## config.mk

```make
export PLATFORM = sky130hd
export DESIGN_NAME = msp_top
export DESIGN_NICKNAME = d
export VERILOG_FILES = /design/src/msp_pkg.sv /design/src/msp_top.sv
export SDC_FILE = /design/constraint.sdc
export NUM_CORES = 1
export LEC_CHECK = 0
export BUFFER_PORTS_ARGS = -buffer_cell sky130_fd_sc_hd__buf_2
export CORE_UTILIZATION = 45
export DETAILED_ROUTE_END_ITERATION = 8
export SYNTH_ARGS = -nofsm -noshare
export SYNTH_HDL_FRONTEND = slang
export SYNTH_SLANG_ARGS = --single-unit
```

## constraint.sdc

```tcl
create_clock -name i_sys_clk -period 32.9 [get_ports i_sys_clk]
set_input_delay 3.29 -clock i_sys_clk [delete_from_list [all_inputs] [get_ports i_sys_clk]]
set_output_delay 3.29 -clock i_sys_clk [all_outputs]
set_load 0.01 [all_outputs]
```

## src/msp_pkg.sv

```systemverilog
// Constants and types for the mode select parameter list handler
package msp_pkg;
   // Page codes and fixed sizes
   localparam logic [5:0] PC_EAA    = 6'h1D;
   localparam logic [5:0] PC_LCD    = 6'h22;
   localparam logic [5:0] PC_CFG    = 6'h3D;
   localparam logic [7:0] EAA_LEN   = 8'h12;
   localparam logic [7:0] HDR_BYTES = 8'h04;
   localparam logic [4:0] EAA_FIELD_BYTES = 5'h10;
   localparam int         INIT_W    = 3;     // Initiator id width
   // Default element addresses
   localparam logic [15:0] DEF_MT_ADDR = 16'hFDE8;
   localparam logic [15:0] DEF_ST_ADDR = 16'h0000;
   localparam logic [15:0] DEF_IE_ADDR = 16'hFA00;
   localparam logic [15:0] DEF_DT_ADDR = 16'hF618;
   localparam logic [15:0] MT_COUNT    = 16'h0001;
   // Wishbone register byte offsets
   localparam logic [7:0] REG_ISTAT  = 8'h00;
   localparam logic [7:0] REG_IMASK  = 8'h04;
   localparam logic [7:0] REG_STATUS = 8'h08;
   localparam logic [7:0] REG_COUNTS = 8'h0C;
   localparam logic [7:0] REG_IECNT  = 8'h10;
   localparam logic [7:0] REG_CUR0   = 8'h14;
   localparam logic [7:0] REG_CUR3   = 8'h20;
   // Interrupt bit positions
   localparam int IRQ_DONE = 0;
   localparam int IRQ_ERR  = 1;
   localparam int IRQ_UA   = 2;
   localparam int IRQ_W    = 3;
   localparam logic [IRQ_W-1:0] IMASK_RST = 3'h0;

   // Element address page contents, first field in the top bits
   typedef struct packed {
      logic [15:0] mt_addr;
      logic [15:0] mt_cnt;
      logic [15:0] st_addr;
      logic [15:0] st_cnt;
      logic [15:0] ie_addr;
      logic [15:0] ie_cnt;
      logic [15:0] dt_addr;
      logic [15:0] dt_cnt;
   } msp_eaa_t;

   // Mode select command descriptor fields
   typedef struct packed {
      logic              page_format_flag;
      logic              save_pages_flag;
      logic [7:0]        len;
      logic [INIT_W-1:0] init;
   } msp_cmd_t;

   // Completion codes
   typedef enum logic [2:0] {
      ERR_NONE, ERR_FORMAT, ERR_HDR, ERR_PAGE, ERR_DUP, ERR_LEN, ERR_FIELD
   } msp_err_t;
endpackage : msp_pkg

```

## src/msp_top.sv

```systemverilog
// Mode select parameter list parser with settings store and Wishbone slave
module msp_top #(
   parameter logic [15:0] P_ST_CNT   = 16'h0010, // Reported storage count
   parameter logic [15:0] P_IE_CNT   = 16'h0000, // Reported port count
   parameter logic [15:0] P_DT_CNT   = 16'h0002, // Reported drive count
   parameter logic [5:0]  P_EXT_CODE = 6'h3E     // External data page code
) (
   input  wire logic                          i_sys_clk,
   input  wire logic                          i_sys_rst,
   input  wire logic                          i_nv_init,
   input  wire logic                          i_cmd_start,
   input  wire msp_pkg::msp_cmd_t             i_cmd,
   input  wire logic                          i_dout_valid,
   input  wire logic [7:0]                    i_dout_byte,
   output logic                               o_dout_ready,
   output logic                               o_busy,
   output logic                               o_done,
   output msp_pkg::msp_err_t                  o_err,
   output logic                               o_nv_write,
   output msp_pkg::msp_eaa_t                  o_cur,
   input  wire logic                          i_req_valid,
   input  wire logic [msp_pkg::INIT_W-1:0]    i_req_init,
   output logic                               o_ua_hit,
   input  wire logic                          i_wb_cyc,
   input  wire logic                          i_wb_stb,
   input  wire logic                          i_wb_we,
   input  wire logic [7:0]                    i_wb_adr,
   input  wire logic [31:0]                   i_wb_dat,
   input  wire logic [3:0]                    i_wb_sel,
   output logic [31:0]                        o_wb_dat,
   output logic                               o_wb_ack,
   output logic                               o_irq
);
   localparam int NI = 1 << msp_pkg::INIT_W;
   localparam int IRQ_W_L = msp_pkg::IRQ_W; // Event bit count
   // Factory settings built from fixed starts and reported counts
   localparam msp_pkg::msp_eaa_t DEF_EAA = '{
      mt_addr: msp_pkg::DEF_MT_ADDR, mt_cnt: msp_pkg::MT_COUNT,
      st_addr: msp_pkg::DEF_ST_ADDR, st_cnt: P_ST_CNT,
      ie_addr: msp_pkg::DEF_IE_ADDR, ie_cnt: P_IE_CNT,
      dt_addr: msp_pkg::DEF_DT_ADDR, dt_cnt: P_DT_CNT};

   typedef enum logic [2:0] {S_IDLE, S_HDR, S_CODE, S_PLEN, S_BODY, S_CHECK} msp_st_t;

   msp_st_t             st_r;        // Parser state
   msp_pkg::msp_cmd_t   cmd_r;       // Latched command
   msp_pkg::msp_err_t   err_r;       // First error seen
   msp_pkg::msp_eaa_t   stage_r;     // Incoming page fields
   msp_pkg::msp_eaa_t   cur_r;       // Current settings
   msp_pkg::msp_eaa_t   saved_r;     // Non-volatile settings
   logic [7:0]          rem_r;       // Bytes still to arrive
   logic [7:0]          pcnt_r;      // Page body bytes left
   logic [4:0]          bidx_r;      // Index into page body
   logic [1:0]          hcnt_r;      // Header byte index
   logic [3:0]          seen_r;      // Pages met in this list
   logic                is_eaa_r;    // Current page is element page
   logic                ready_r;     // Byte stream ready
   logic                done_r;      // Completion pulse
   msp_pkg::msp_err_t   last_err_r;  // Completion code
   logic                nv_wr_r;     // Saved storage written pulse
   logic [NI-1:0]       ua_pend_r;   // Pending unit attention per initiator
   logic                ua_hit_r;    // Unit attention reported
   logic [15:0]         rep_st_r;    // Reported storage count
   logic [15:0]         rep_ie_r;    // Reported port count
   logic [15:0]         rep_dt_r;    // Reported drive count
   logic [IRQ_W_L-1:0]  istat_r;     // Sticky event bits
   logic [IRQ_W_L-1:0]  imask_r;     // Event enables
   logic                irq_r;       // Interrupt level
   logic                ack_r;       // Wishbone acknowledge
   logic [31:0]         rdat_r;      // Wishbone read data
   logic                busy_r;      // Command in progress

   // Page code to slot: 0 element, 1 display, 2 config, 3 external, 4 unknown
   function automatic logic [2:0] page_slot(input logic [7:0] b);
      logic [2:0] s;
      s = 3'h4;
      if (b[7:6] == 2'h0)
      begin
         if (b[5:0] == msp_pkg::PC_EAA) s = 3'h0;
         else if (b[5:0] == msp_pkg::PC_LCD) s = 3'h1;
         else if (b[5:0] == msp_pkg::PC_CFG) s = 3'h2;
         else if (b[5:0] == P_EXT_CODE) s = 3'h3;
      end
      return s;
   endfunction : page_slot

   // Keep the earliest error so the host sees the first fault
   function automatic msp_pkg::msp_err_t keep_err(input msp_pkg::msp_err_t o,
                                                  input msp_pkg::msp_err_t n);
      return (o != msp_pkg::ERR_NONE) ? o : n;
   endfunction : keep_err

   logic       take;      // Byte accepted this cycle
   logic       last;      // Accepted byte is the final one
   logic [2:0] slot;      // Decoded page slot
   logic       eaa_seen;  // Element page received
   logic       fields_ok; // Element counts valid
   msp_pkg::msp_err_t fin_err; // Final verdict
   logic       commit;    // Apply element settings
   logic       ua_set;    // Settings really changed
   assign take      = i_dout_valid & ready_r;
   assign last      = (rem_r == 8'h01);
   assign slot      = page_slot(i_dout_byte);
   assign eaa_seen  = seen_r[0];
   assign fields_ok = (stage_r.mt_cnt == msp_pkg::MT_COUNT)
                    & (stage_r.st_cnt == rep_st_r)
                    & (stage_r.ie_cnt == rep_ie_r)
                    & (stage_r.dt_cnt == rep_dt_r);
   assign fin_err   = keep_err(err_r, (eaa_seen && !fields_ok) ? msp_pkg::ERR_FIELD
                                                               : msp_pkg::ERR_NONE);
   assign commit    = (st_r == S_CHECK) && (fin_err == msp_pkg::ERR_NONE);
   assign ua_set    = commit && eaa_seen && (stage_r != cur_r);

   // Parser walks header, page codes, lengths and bodies
   always_ff @(posedge i_sys_clk)
   begin
      if (i_sys_rst)
      begin
         st_r       <= S_IDLE;
         cmd_r      <= '0;
         err_r      <= msp_pkg::ERR_NONE;
         stage_r    <= '0;
         rem_r      <= 8'h00;
         pcnt_r     <= 8'h00;
         bidx_r     <= 5'h00;
         hcnt_r     <= 2'h0;
         seen_r     <= 4'h0;
         is_eaa_r   <= 1'b0;
         ready_r    <= 1'b0;
         done_r     <= 1'b0;
         last_err_r <= msp_pkg::ERR_NONE;
      end
      else
      begin
         done_r <= 1'b0;
         if (take)
            rem_r <= rem_r - 8'h01;
         unique case (st_r)
            S_IDLE:
               if (i_cmd_start)
               begin
                  cmd_r    <= i_cmd;
                  rem_r    <= i_cmd.len;
                  hcnt_r   <= 2'h0;
                  seen_r   <= 4'h0;
                  // Only the structured page format is supported
                  err_r    <= i_cmd.page_format_flag ? msp_pkg::ERR_NONE : msp_pkg::ERR_FORMAT;
                  if (i_cmd.len != 8'h00 && i_cmd.len < msp_pkg::HDR_BYTES)
                     err_r <= keep_err(i_cmd.page_format_flag ? msp_pkg::ERR_NONE : msp_pkg::ERR_FORMAT,
                                       msp_pkg::ERR_LEN);
                  // Zero length moves no data at all
                  ready_r  <= (i_cmd.len != 8'h00);
                  st_r     <= (i_cmd.len != 8'h00) ? S_HDR : S_CHECK;
               end
            S_HDR:
               if (take)
               begin
                  // Header must be all zero
                  if (i_dout_byte != 8'h00)
                     err_r <= keep_err(err_r, msp_pkg::ERR_HDR);
                  hcnt_r <= hcnt_r + 2'h1;
                  if (hcnt_r == 2'h3)
                     st_r <= S_CODE;
               end
            S_CODE:
               if (take)
               begin
                  is_eaa_r <= (slot == 3'h0);
                  if (slot == 3'h4)
                     err_r <= keep_err(err_r, msp_pkg::ERR_PAGE);
                  else if (seen_r[slot[1:0]])
                     err_r <= keep_err(err_r, msp_pkg::ERR_DUP);
                  else if (last)
                     err_r <= keep_err(err_r, msp_pkg::ERR_LEN);
                  if (slot != 3'h4)
                     seen_r[slot[1:0]] <= 1'b1;
                  st_r <= S_PLEN;
               end
            S_PLEN:
               if (take)
               begin
                  pcnt_r <= i_dout_byte;
                  bidx_r <= 5'h00;
                  if (is_eaa_r && i_dout_byte != msp_pkg::EAA_LEN)
                     err_r <= keep_err(err_r, msp_pkg::ERR_FIELD);
                  else if (i_dout_byte > rem_r - 8'h01)
                     err_r <= keep_err(err_r, msp_pkg::ERR_LEN);
                  st_r <= (i_dout_byte == 8'h00) ? S_CODE : S_BODY;
               end
            S_BODY:
               if (take)
               begin
                  pcnt_r <= pcnt_r - 8'h01;
                  bidx_r <= bidx_r + 5'h01;
                  // Fields arrive most significant byte first
                  if (is_eaa_r && bidx_r < msp_pkg::EAA_FIELD_BYTES)
                     stage_r <= msp_pkg::msp_eaa_t'({stage_r[119:0], i_dout_byte});
                  else if (is_eaa_r && i_dout_byte != 8'h00)
                     err_r <= keep_err(err_r, msp_pkg::ERR_FIELD);
                  if (pcnt_r == 8'h01)
                     st_r <= S_CODE;
               end
            S_CHECK:
            begin
               done_r     <= 1'b1;
               last_err_r <= fin_err;
               st_r       <= S_IDLE;
            end
         endcase
         // Final byte ends the list whatever the parse position
         if (take && last)
         begin
            ready_r <= 1'b0;
            st_r    <= S_CHECK;
         end
      end
   end

   // Busy flag kept in its own flop so the output is registered
   always_ff @(posedge i_sys_clk)
   begin
      if (i_sys_rst)
         busy_r <= 1'b0;
      else if (st_r == S_IDLE && i_cmd_start)
         busy_r <= 1'b1; // Set on the start edge
      else if (st_r == S_CHECK)
         busy_r <= 1'b0; // Cleared as the verdict is issued
   end

   // Settings store: reset reloads, accepted command applies
   always_ff @(posedge i_sys_clk)
   begin
      nv_wr_r <= 1'b0;
      if (i_nv_init)
         saved_r <= DEF_EAA;
      if (i_sys_rst)
         cur_r <= saved_r;
      else if (commit)
      begin
         // Element starts take effect now; later elements count upward
         if (eaa_seen)
            cur_r <= stage_r;
         // Config and external pages may persist without the save flag
         if (cmd_r.save_pages_flag || seen_r[2] || seen_r[3])
            nv_wr_r <= 1'b1;
         if (cmd_r.save_pages_flag && eaa_seen)
            saved_r <= stage_r;
      end
   end

   // Unit attention bookkeeping; a new set beats a same-cycle report
   always_ff @(posedge i_sys_clk)
   begin
      if (i_sys_rst)
      begin
         ua_pend_r <= '0;
         ua_hit_r  <= 1'b0;
      end
      else
      begin
         ua_hit_r  <= i_req_valid && ua_pend_r[i_req_init];
         ua_pend_r <= (ua_set ? ~(NI'(1) << cmd_r.init) : '0)
                    | (ua_pend_r & ~(i_req_valid ? NI'(1) << i_req_init : '0));
      end
   end

   logic wb_req; // New request this cycle
   logic wb_wr;  // Write lands on the acknowledged edge only
   logic [IRQ_W_L-1:0] ev; // Event pulses
   assign wb_req = i_wb_cyc & i_wb_stb & ~ack_r;
   assign wb_wr  = i_wb_cyc & i_wb_stb & i_wb_we & ack_r;
   assign ev     = {ua_set, commit ? 1'b0 : (st_r == S_CHECK), st_r == S_CHECK};

   // Interrupt status, write one to clear, event wins
   always_ff @(posedge i_sys_clk)
   begin
      if (i_sys_rst)
      begin
         istat_r <= '0;
         imask_r <= msp_pkg::IMASK_RST;
         irq_r   <= 1'b0;
      end
      else
      begin
         istat_r <= ev | (istat_r & ~((wb_wr && i_wb_adr == msp_pkg::REG_ISTAT && i_wb_sel[0])
                                      ? i_wb_dat[IRQ_W_L-1:0] : '0));
         if (wb_wr && i_wb_adr == msp_pkg::REG_IMASK && i_wb_sel[0])
            imask_r <= i_wb_dat[IRQ_W_L-1:0];
         irq_r <= |(istat_r & imask_r);
      end
   end

   // Reported counts, normally loaded by firmware from library layout
   always_ff @(posedge i_sys_clk)
   begin
      if (i_sys_rst)
      begin
         rep_st_r <= P_ST_CNT;
         rep_ie_r <= P_IE_CNT;
         rep_dt_r <= P_DT_CNT;
      end
      else if (wb_wr)
      begin
         if (i_wb_adr == msp_pkg::REG_COUNTS && i_wb_sel[1:0] == 2'h3)
            rep_st_r <= i_wb_dat[15:0];
         if (i_wb_adr == msp_pkg::REG_COUNTS && i_wb_sel[3:2] == 2'h3)
            rep_dt_r <= i_wb_dat[31:16];
         if (i_wb_adr == msp_pkg::REG_IECNT && i_wb_sel[1:0] == 2'h3)
            rep_ie_r <= i_wb_dat[15:0];
      end
   end

   // Wishbone slave: one wait state, unmapped reads give zero
   always_ff @(posedge i_sys_clk)
   begin
      if (i_sys_rst)
      begin
         ack_r  <= 1'b0;
         rdat_r <= 32'h0000_0000;
      end
      else
      begin
         ack_r  <= wb_req;
         rdat_r <= 32'h0000_0000;
         if (wb_req && !i_wb_we)
         begin
            if (i_wb_adr == msp_pkg::REG_ISTAT)
               rdat_r <= {29'h0, istat_r};
            else if (i_wb_adr == msp_pkg::REG_IMASK)
               rdat_r <= {29'h0, imask_r};
            else if (i_wb_adr == msp_pkg::REG_STATUS)
               rdat_r <= {28'h0, st_r != S_IDLE, last_err_r};
            else if (i_wb_adr == msp_pkg::REG_COUNTS)
               rdat_r <= {rep_dt_r, rep_st_r};
            else if (i_wb_adr == msp_pkg::REG_IECNT)
               rdat_r <= {16'h0, rep_ie_r};
            else if (i_wb_adr >= msp_pkg::REG_CUR0 && i_wb_adr <= msp_pkg::REG_CUR3
                     && i_wb_adr[1:0] == 2'h0)
               rdat_r <= cur_r[127 - 32 * int'((i_wb_adr - msp_pkg::REG_CUR0) >> 2) -: 32];
         end
      end
   end

   // Registered outputs
   assign o_dout_ready = ready_r;
   assign o_busy       = busy_r;
   assign o_done       = done_r;
   assign o_err        = last_err_r;
   assign o_nv_write   = nv_wr_r;
   assign o_cur        = cur_r;
   assign o_ua_hit     = ua_hit_r;
   assign o_wb_dat     = rdat_r;
   assign o_wb_ack     = ack_r;
   assign o_irq        = irq_r;
endmodule : msp_top

```

After elaboration in Yosys (flattened, before gate mapping). Index checks and enable logic that the tools add are counted.

Register bits: 526. Logic and storage cells: 286. Input port bits: 77. Output and inout port bits: 170.

Muxes and demuxes: 83. Reduce and logical (&&, ||, !) cells: 65. Bitwise operators: 20. Shift operators: 3. Add/sub/neg operators: 6. Equal/unequal tests: 49. $lt $le $gt $ge: 8.

Operators by type and width (number): $mux 128 (7); $shiftx 159x13->32 (1); $ne 128x128->1 (1); $mux 3 (40); $mux 32 (3); $mux 8 (7); $eq 16x16->1 (3); $ne 3x3->1 const B (11); $ne 2x2->1 const B (12); $logic_and 1x1->1 (23); $eq 6x6->1 const B (3); $pmux 3 s6 (1); $eq 16x1->1 const B (1); $eq 8x1->1 const B (2); $eq 8x4->1 const B (2); $logic_not 8->1 (2); $mux 4 (4); $not 8->8 (2); $pmux 8 s2 (1); $reduce_bool 8->1 (2); $shl 1x3->8 const A (2); $sub 8x1->8 const B (2); $pmux 3 s5 (1); $reduce_and 14->1 (1); other kinds (53) (100).

Depth between registers and ports, before layout.
Depth in word-level cells: 14. Mapped depth: 14. Gate-level depth less buffers: 13.

Worst setup path after synthesis. No wires, ideal clock.

Path type: register to register. Start: reg stage_r[71] (netlist bit). End: reg cur_r, in the netlist o_cur[0], enable pin. Data required time: 32.098 ns. Slack: 21.428 ns. Clock period less this slack: 11.472 ns. Library setup time: 0.802 ns. Path buffers: 1. Stages on the path, launching flop included: 7. Data arrival time: 10.670 ns. Cells stage by stage: dfxtp_1 clkbuf_1 xnor2_1 nand4_1 nor4_1 nand4_1 o31ai_1.

Longest elaborated chain between the ends: 12.

RTL lines: from (decl) (RTL line msp_top.sv:48) `msp_pkg::msp_eaa_t stage_r;`; from (signal assigned) (RTL line msp_top.sv:197) `stage_r <= msp_pkg::msp_eaa_t'({stage_r[119:0], i_dout_byte});`; $eq 16x16->1 (RTL line msp_top.sv:106) `& (stage_r.st_cnt == rep_st_r)`; $and 1x1->1 (RTL line msp_top.sv:106); $and 1x1->1 (RTL line msp_top.sv:107) `& (stage_r.ie_cnt == rep_ie_r)`; $and 1x1->1 (RTL line msp_top.sv:108) `& (stage_r.dt_cnt == rep_dt_r);`; $logic_not 1->1 (RTL line msp_top.sv:109) `assign fin_err = keep_err(err_r, (eaa_seen && !fields_ok) ? msp_pkg::ERR_FIELD`; $logic_and 1x1->1 (RTL line msp_top.sv:109); $mux 3 (RTL line msp_top.sv:109); $mux 3 (RTL line msp_top.sv:90) `return (o != msp_pkg::ERR_NONE) ? o : n;`; $logic_not 3->1 (RTL line msp_top.sv:111) `assign commit = (st_r == S_CHECK) && (fin_err == msp_pkg::ERR_NONE);`; $logic_and 1x1->1 (RTL line msp_top.sv:111); $reduce_bool 2->1 (no source line); $reduce_and 2->1 (no source line); to (signal assigned) (RTL line msp_top.sv:237) `cur_r <= saved_r;`; to (signal assigned) (RTL line msp_top.sv:242) `cur_r <= stage_r;`; to (decl) (RTL line msp_top.sv:49) `msp_pkg::msp_eaa_t cur_r;`.

Every way passes these cells. A chain may end at the register's enable or synchronous reset.

Worst setup path in the final report.
Start: in i_sys_rst. End: reg cur_r, in the netlist o_cur[88], enable pin.

Longest elaborated chain between the ends: 2. Elaborated cells between the ends (all ways): 3. Classes of those cells: reduce/logical (3).

RTL lines: from (decl) (RTL line msp_top.sv:9) `input wire logic i_sys_rst,`; $reduce_bool 2->1 (no source line); $reduce_and 2->1 (no source line) (*).

Mark *: on every way between the ends. The rest lies on a longest branch, timed or not.

==> results.md <==
* Post-Syn Instances at 2,523
* CTS Buf Count at 55
* Post-CTS setup buffers at 0
* Critical Path Start Type: input port
* Worst R2R Start: stage_r[77]
* Clock root buffer: clkbuf_16
* Crit path from: i_sys_rst
* First-pass GRT wire length at 121,000 microns
* CP delay by family, top: buffers and inverters
* Relative slew slack at 16.9%
* DRT antenna net count at 0
* WHS at 442 ps
* Clk buf depth at 3
* Critical path arrival at 6300 ps
* HPWL Detailed at 58,500 microns
* Slowest cell on crit path: buf_4
* Final GP Congestion at 0.931
* Worst-Skew Late Latency at 630 ps
* CTS sink cnt at 526
* Least-Margin Pin Slew at 1250 ps
* CP peak stage delay at 890 ps
* CTS resizes at 0
* Tmin final at 6070 ps
* Max_cap viols at 0
* Cell Pwr Density at 57.5 nW/um^2
* RSZ-0062 raised after global routing: false
* Area leader, netlist: dfxtp_1
* Cts hold-fix bufs at 0
* Final Net Count at 2,762
* Final core utilization at 52.4%
* Fin Setup TNS at 0 ps
* Max Clk Rate at 0.165 GHz
* Wire per inst at 24.3 microns
* Leakage Power at 9.88 nW
* Syn Area/Cell at 9.41 sq um
* Initial Util at 45.9%
* Reg clk slew, reported paths at 60 ps
* Power Total at 1.56 mW
* Status: finished, final reports clean
* CP Cell Sequence: buf_8 > clkinv_1 > o31ai_4 > buf_4 > buf_4
* # diodes at 0
* Bufs and invs on worst path at 4
* Layout cells sized above 1 at 18.1%
* Max Slew Vio Count at 0
* Synth-to-Final Area Change at 14.1%
* Global-route usage over all layers at 30.2%
* Initial antenna violation count at 2
* Max IR drop VDD at 0.0451 mV
* CTS tree: done
* Setup CP Type: in -> reg
* Die Y at 232 microns
* Core area at 51,700 sq um
* Largest net degree at the start of global routing at 227
* Io pins at 247
* Setup Viol. Count Final at 0
* Area of the mapped netlist at 23,700 sq um
* Vias per inst at 5.81
* DRC violations left at 0
* Post-synth top area share at 33.6%
* H-tree Lvls at 2
* Die Span X at 232 microns
* Critical Path RT at 33,130 ps
* Row count at 83
* Via count at 19,704
* Hold Crit Start: saved_r[96]
* Ys flop type: dfxtp_1
* Final wirelength at 82,400 microns
* # port buffers at 246
* Register bit total from synthesis at 526
* Final Skew at 30.4 ps
* Final Cycle Share at 18.4%
* Final hold vios at 0
* Syn Nets at 2,620
* Crit path top cell by count: buf_4
* Grt total ovfl at 0
* Critical Path Fanout Max at 70
* Post-synth EDFFs at 128
* Die area at 53,700 sq um
* First-pass iteration count of the detailed router at 6
* Hold Crit Class: reg -> reg
* Synth top area cells: dfxtp_1 (34%), edfxtp_1 (16%), nand2_1 (8.1%)
* Ys async rst share at 0%
* CP Capture Type: flip-flop
* Initial DRC Count at 2,089
* Vias in the first global route at 18,464
* Yosys warns at 0
* Synth unique cells at 69
* Seq/Total Area, Yosys at 49.8%
-- path summary, 6_finish.rpt --
kind / endpoint / slack (ps) / depth (start not counted)
max: o_cur[88] / 26830 / 5
min: saved_r[96] / 440 / 1
max reg2reg: o_cur[88] / 28440 / 7
min reg2reg: saved_r[96] / 440 / 1
-- cell usage after synthesis, types with 9 or more instances --
library cell	instances
and2_1	19
nand2_1	515
inv_1	49
o21ai_1	40
buf_4	12
nor2_1	98
a221oi_1	9
nand3_1	12
or3_1	9
a211oi_1	13
xor2_1	64
edfxtp_1	128
o21ai_0	108
mux4_2	34
a21oi_1	241
o211ai_1	11
nor3_1	48
a22oi_1	33
dfxtp_1	398
o22ai_1	9
nand2b_1	95
nor4_1	29
xnor2_1	119
ha_1	20
buf_2	14
nand4_1	38
mux2i_1	25
clkbuf_1	144
and3_1	9
mux2_2	100
-- kinds of logic (layout without fill, tap and decap cells) --
logic type / count (synthesis) / after routing / share of synthesized area [%]
simple gates: 905 / 905 / 17.4
flops: 526 / 526 / 49.8
compound gates: 501 / 501 / 11.9
buf+inv: 228 / 417 / 4.00
xor+xnor: 184 / 184 / 6.85
mux: 159 / 159 / 9.02
fa+ha+maj: 20 / 20 / 1.05
-- worst reg2reg max path, stage by stage, from the launching register on --
cell and delay, ps:
dfxtp_1 740, xnor2_1 200, nand4_1 120, nor4_1 400, nand4_1 500, o31ai_4 370
buf_4 760, buf_4 910
-- sequential cells by signal (all words and copies together) (netlist names), 4 cells and up --
signal and flops:
o_cur 128, saved_r 128, stage_r 128, o_wb_dat 32, rep_dt_r 16, rep_ie_r 16
rep_st_r 16, pcnt_r 8, rem_r 8, ua_pend_r 8, bidx_r 5, cmd_r 4
seen_r 4
-- routing by layer --
| metal | GRT usage [%] | vias to the layer above | wire [microns] | part of all wire, % |
|---|---|---|---|---|
| met5 | 0 | - | 27 | 0.033 |
| met4 | 14.3 | 4 | 4020 | 4.9 |
| met3 | 5.07 | 185 | 7440 | 9.0 |
| met2 | 46.6 | 990 | 36700 | 45 |
| met1 | 41.2 | 9515 | 34200 | 42 |
| li1 | - | 9010 | - | - |
-- report_power, final --
| group | leakage [nW] | internal [mW] | switching [mW] | total (mW) |
|---|---|---|---|---|
| registers | 4.45 | 0.681 | 0.0389 | 0.720 |
| logic | 4.53 | 0.0775 | 0.124 | 0.202 |
| clock network | 0.901 | 0.366 | 0.268 | 0.635 |
-- layout by cell type (no fill, tap or decap), types with 4 or more instances in the layout --
master / n
nor3b_1: 8
a31oi_1: 5
a311oi_1: 5
xnor2_1: 119
clkbuf_16: 56
buf_2: 245
ha_1: 20
clkbuf_1: 16
buf_4: 14
o21ai_1: 40
clkbuf_8: 9
mux4_2: 34
nor2_1: 97
nand2_1: 515
a21oi_1: 241
a22oi_1: 33
bufinv_16: 4
dfxtp_1: 398
o22ai_1: 9
inv_1: 49
edfxtp_1: 128
xor2_1: 64
nand3_1: 12
and3_1: 9
mux2_2: 100
nand4_1: 38
nor4_1: 29
o211ai_1: 11
clkinv_2: 9
nand2b_1: 95
and2_1: 19
o21a_1: 5
a221oi_1: 9
mux2i_1: 25
nor3_1: 48
or3_1: 9
clkinv_1: 9
nor2b_1: 8
o21ai_0: 108
a211oi_1: 13
-- layout make-up --
cell class,count,area [sq um]
fill,4685,24600
sequential,526,11800
multi-input combinational,1769,11000
clock buffer,81,1590
timing repair buffer,262,1390
tap,680,851
clock inverter,23,240
inverter,51,191
-- per-stage QoR --
| step | setup WS [ps] | std cells | area [sq um] |
|---|---|---|---|
| 2_1_floorplan | 21430 | 2523 | 23700 |
| 3_3_place_gp | 26210 | 3288 | 25300 |
| 3_5_place_dp | 26170 | 3288 | 25300 |
| 4_1_cts | 26830 | 3392 | 27100 |
| 5_1_grt | 26600 | 3392 | 27100 |
| 6_report | 26830 | 3392 | 27100 |
(Power assumes the default switching activity.)
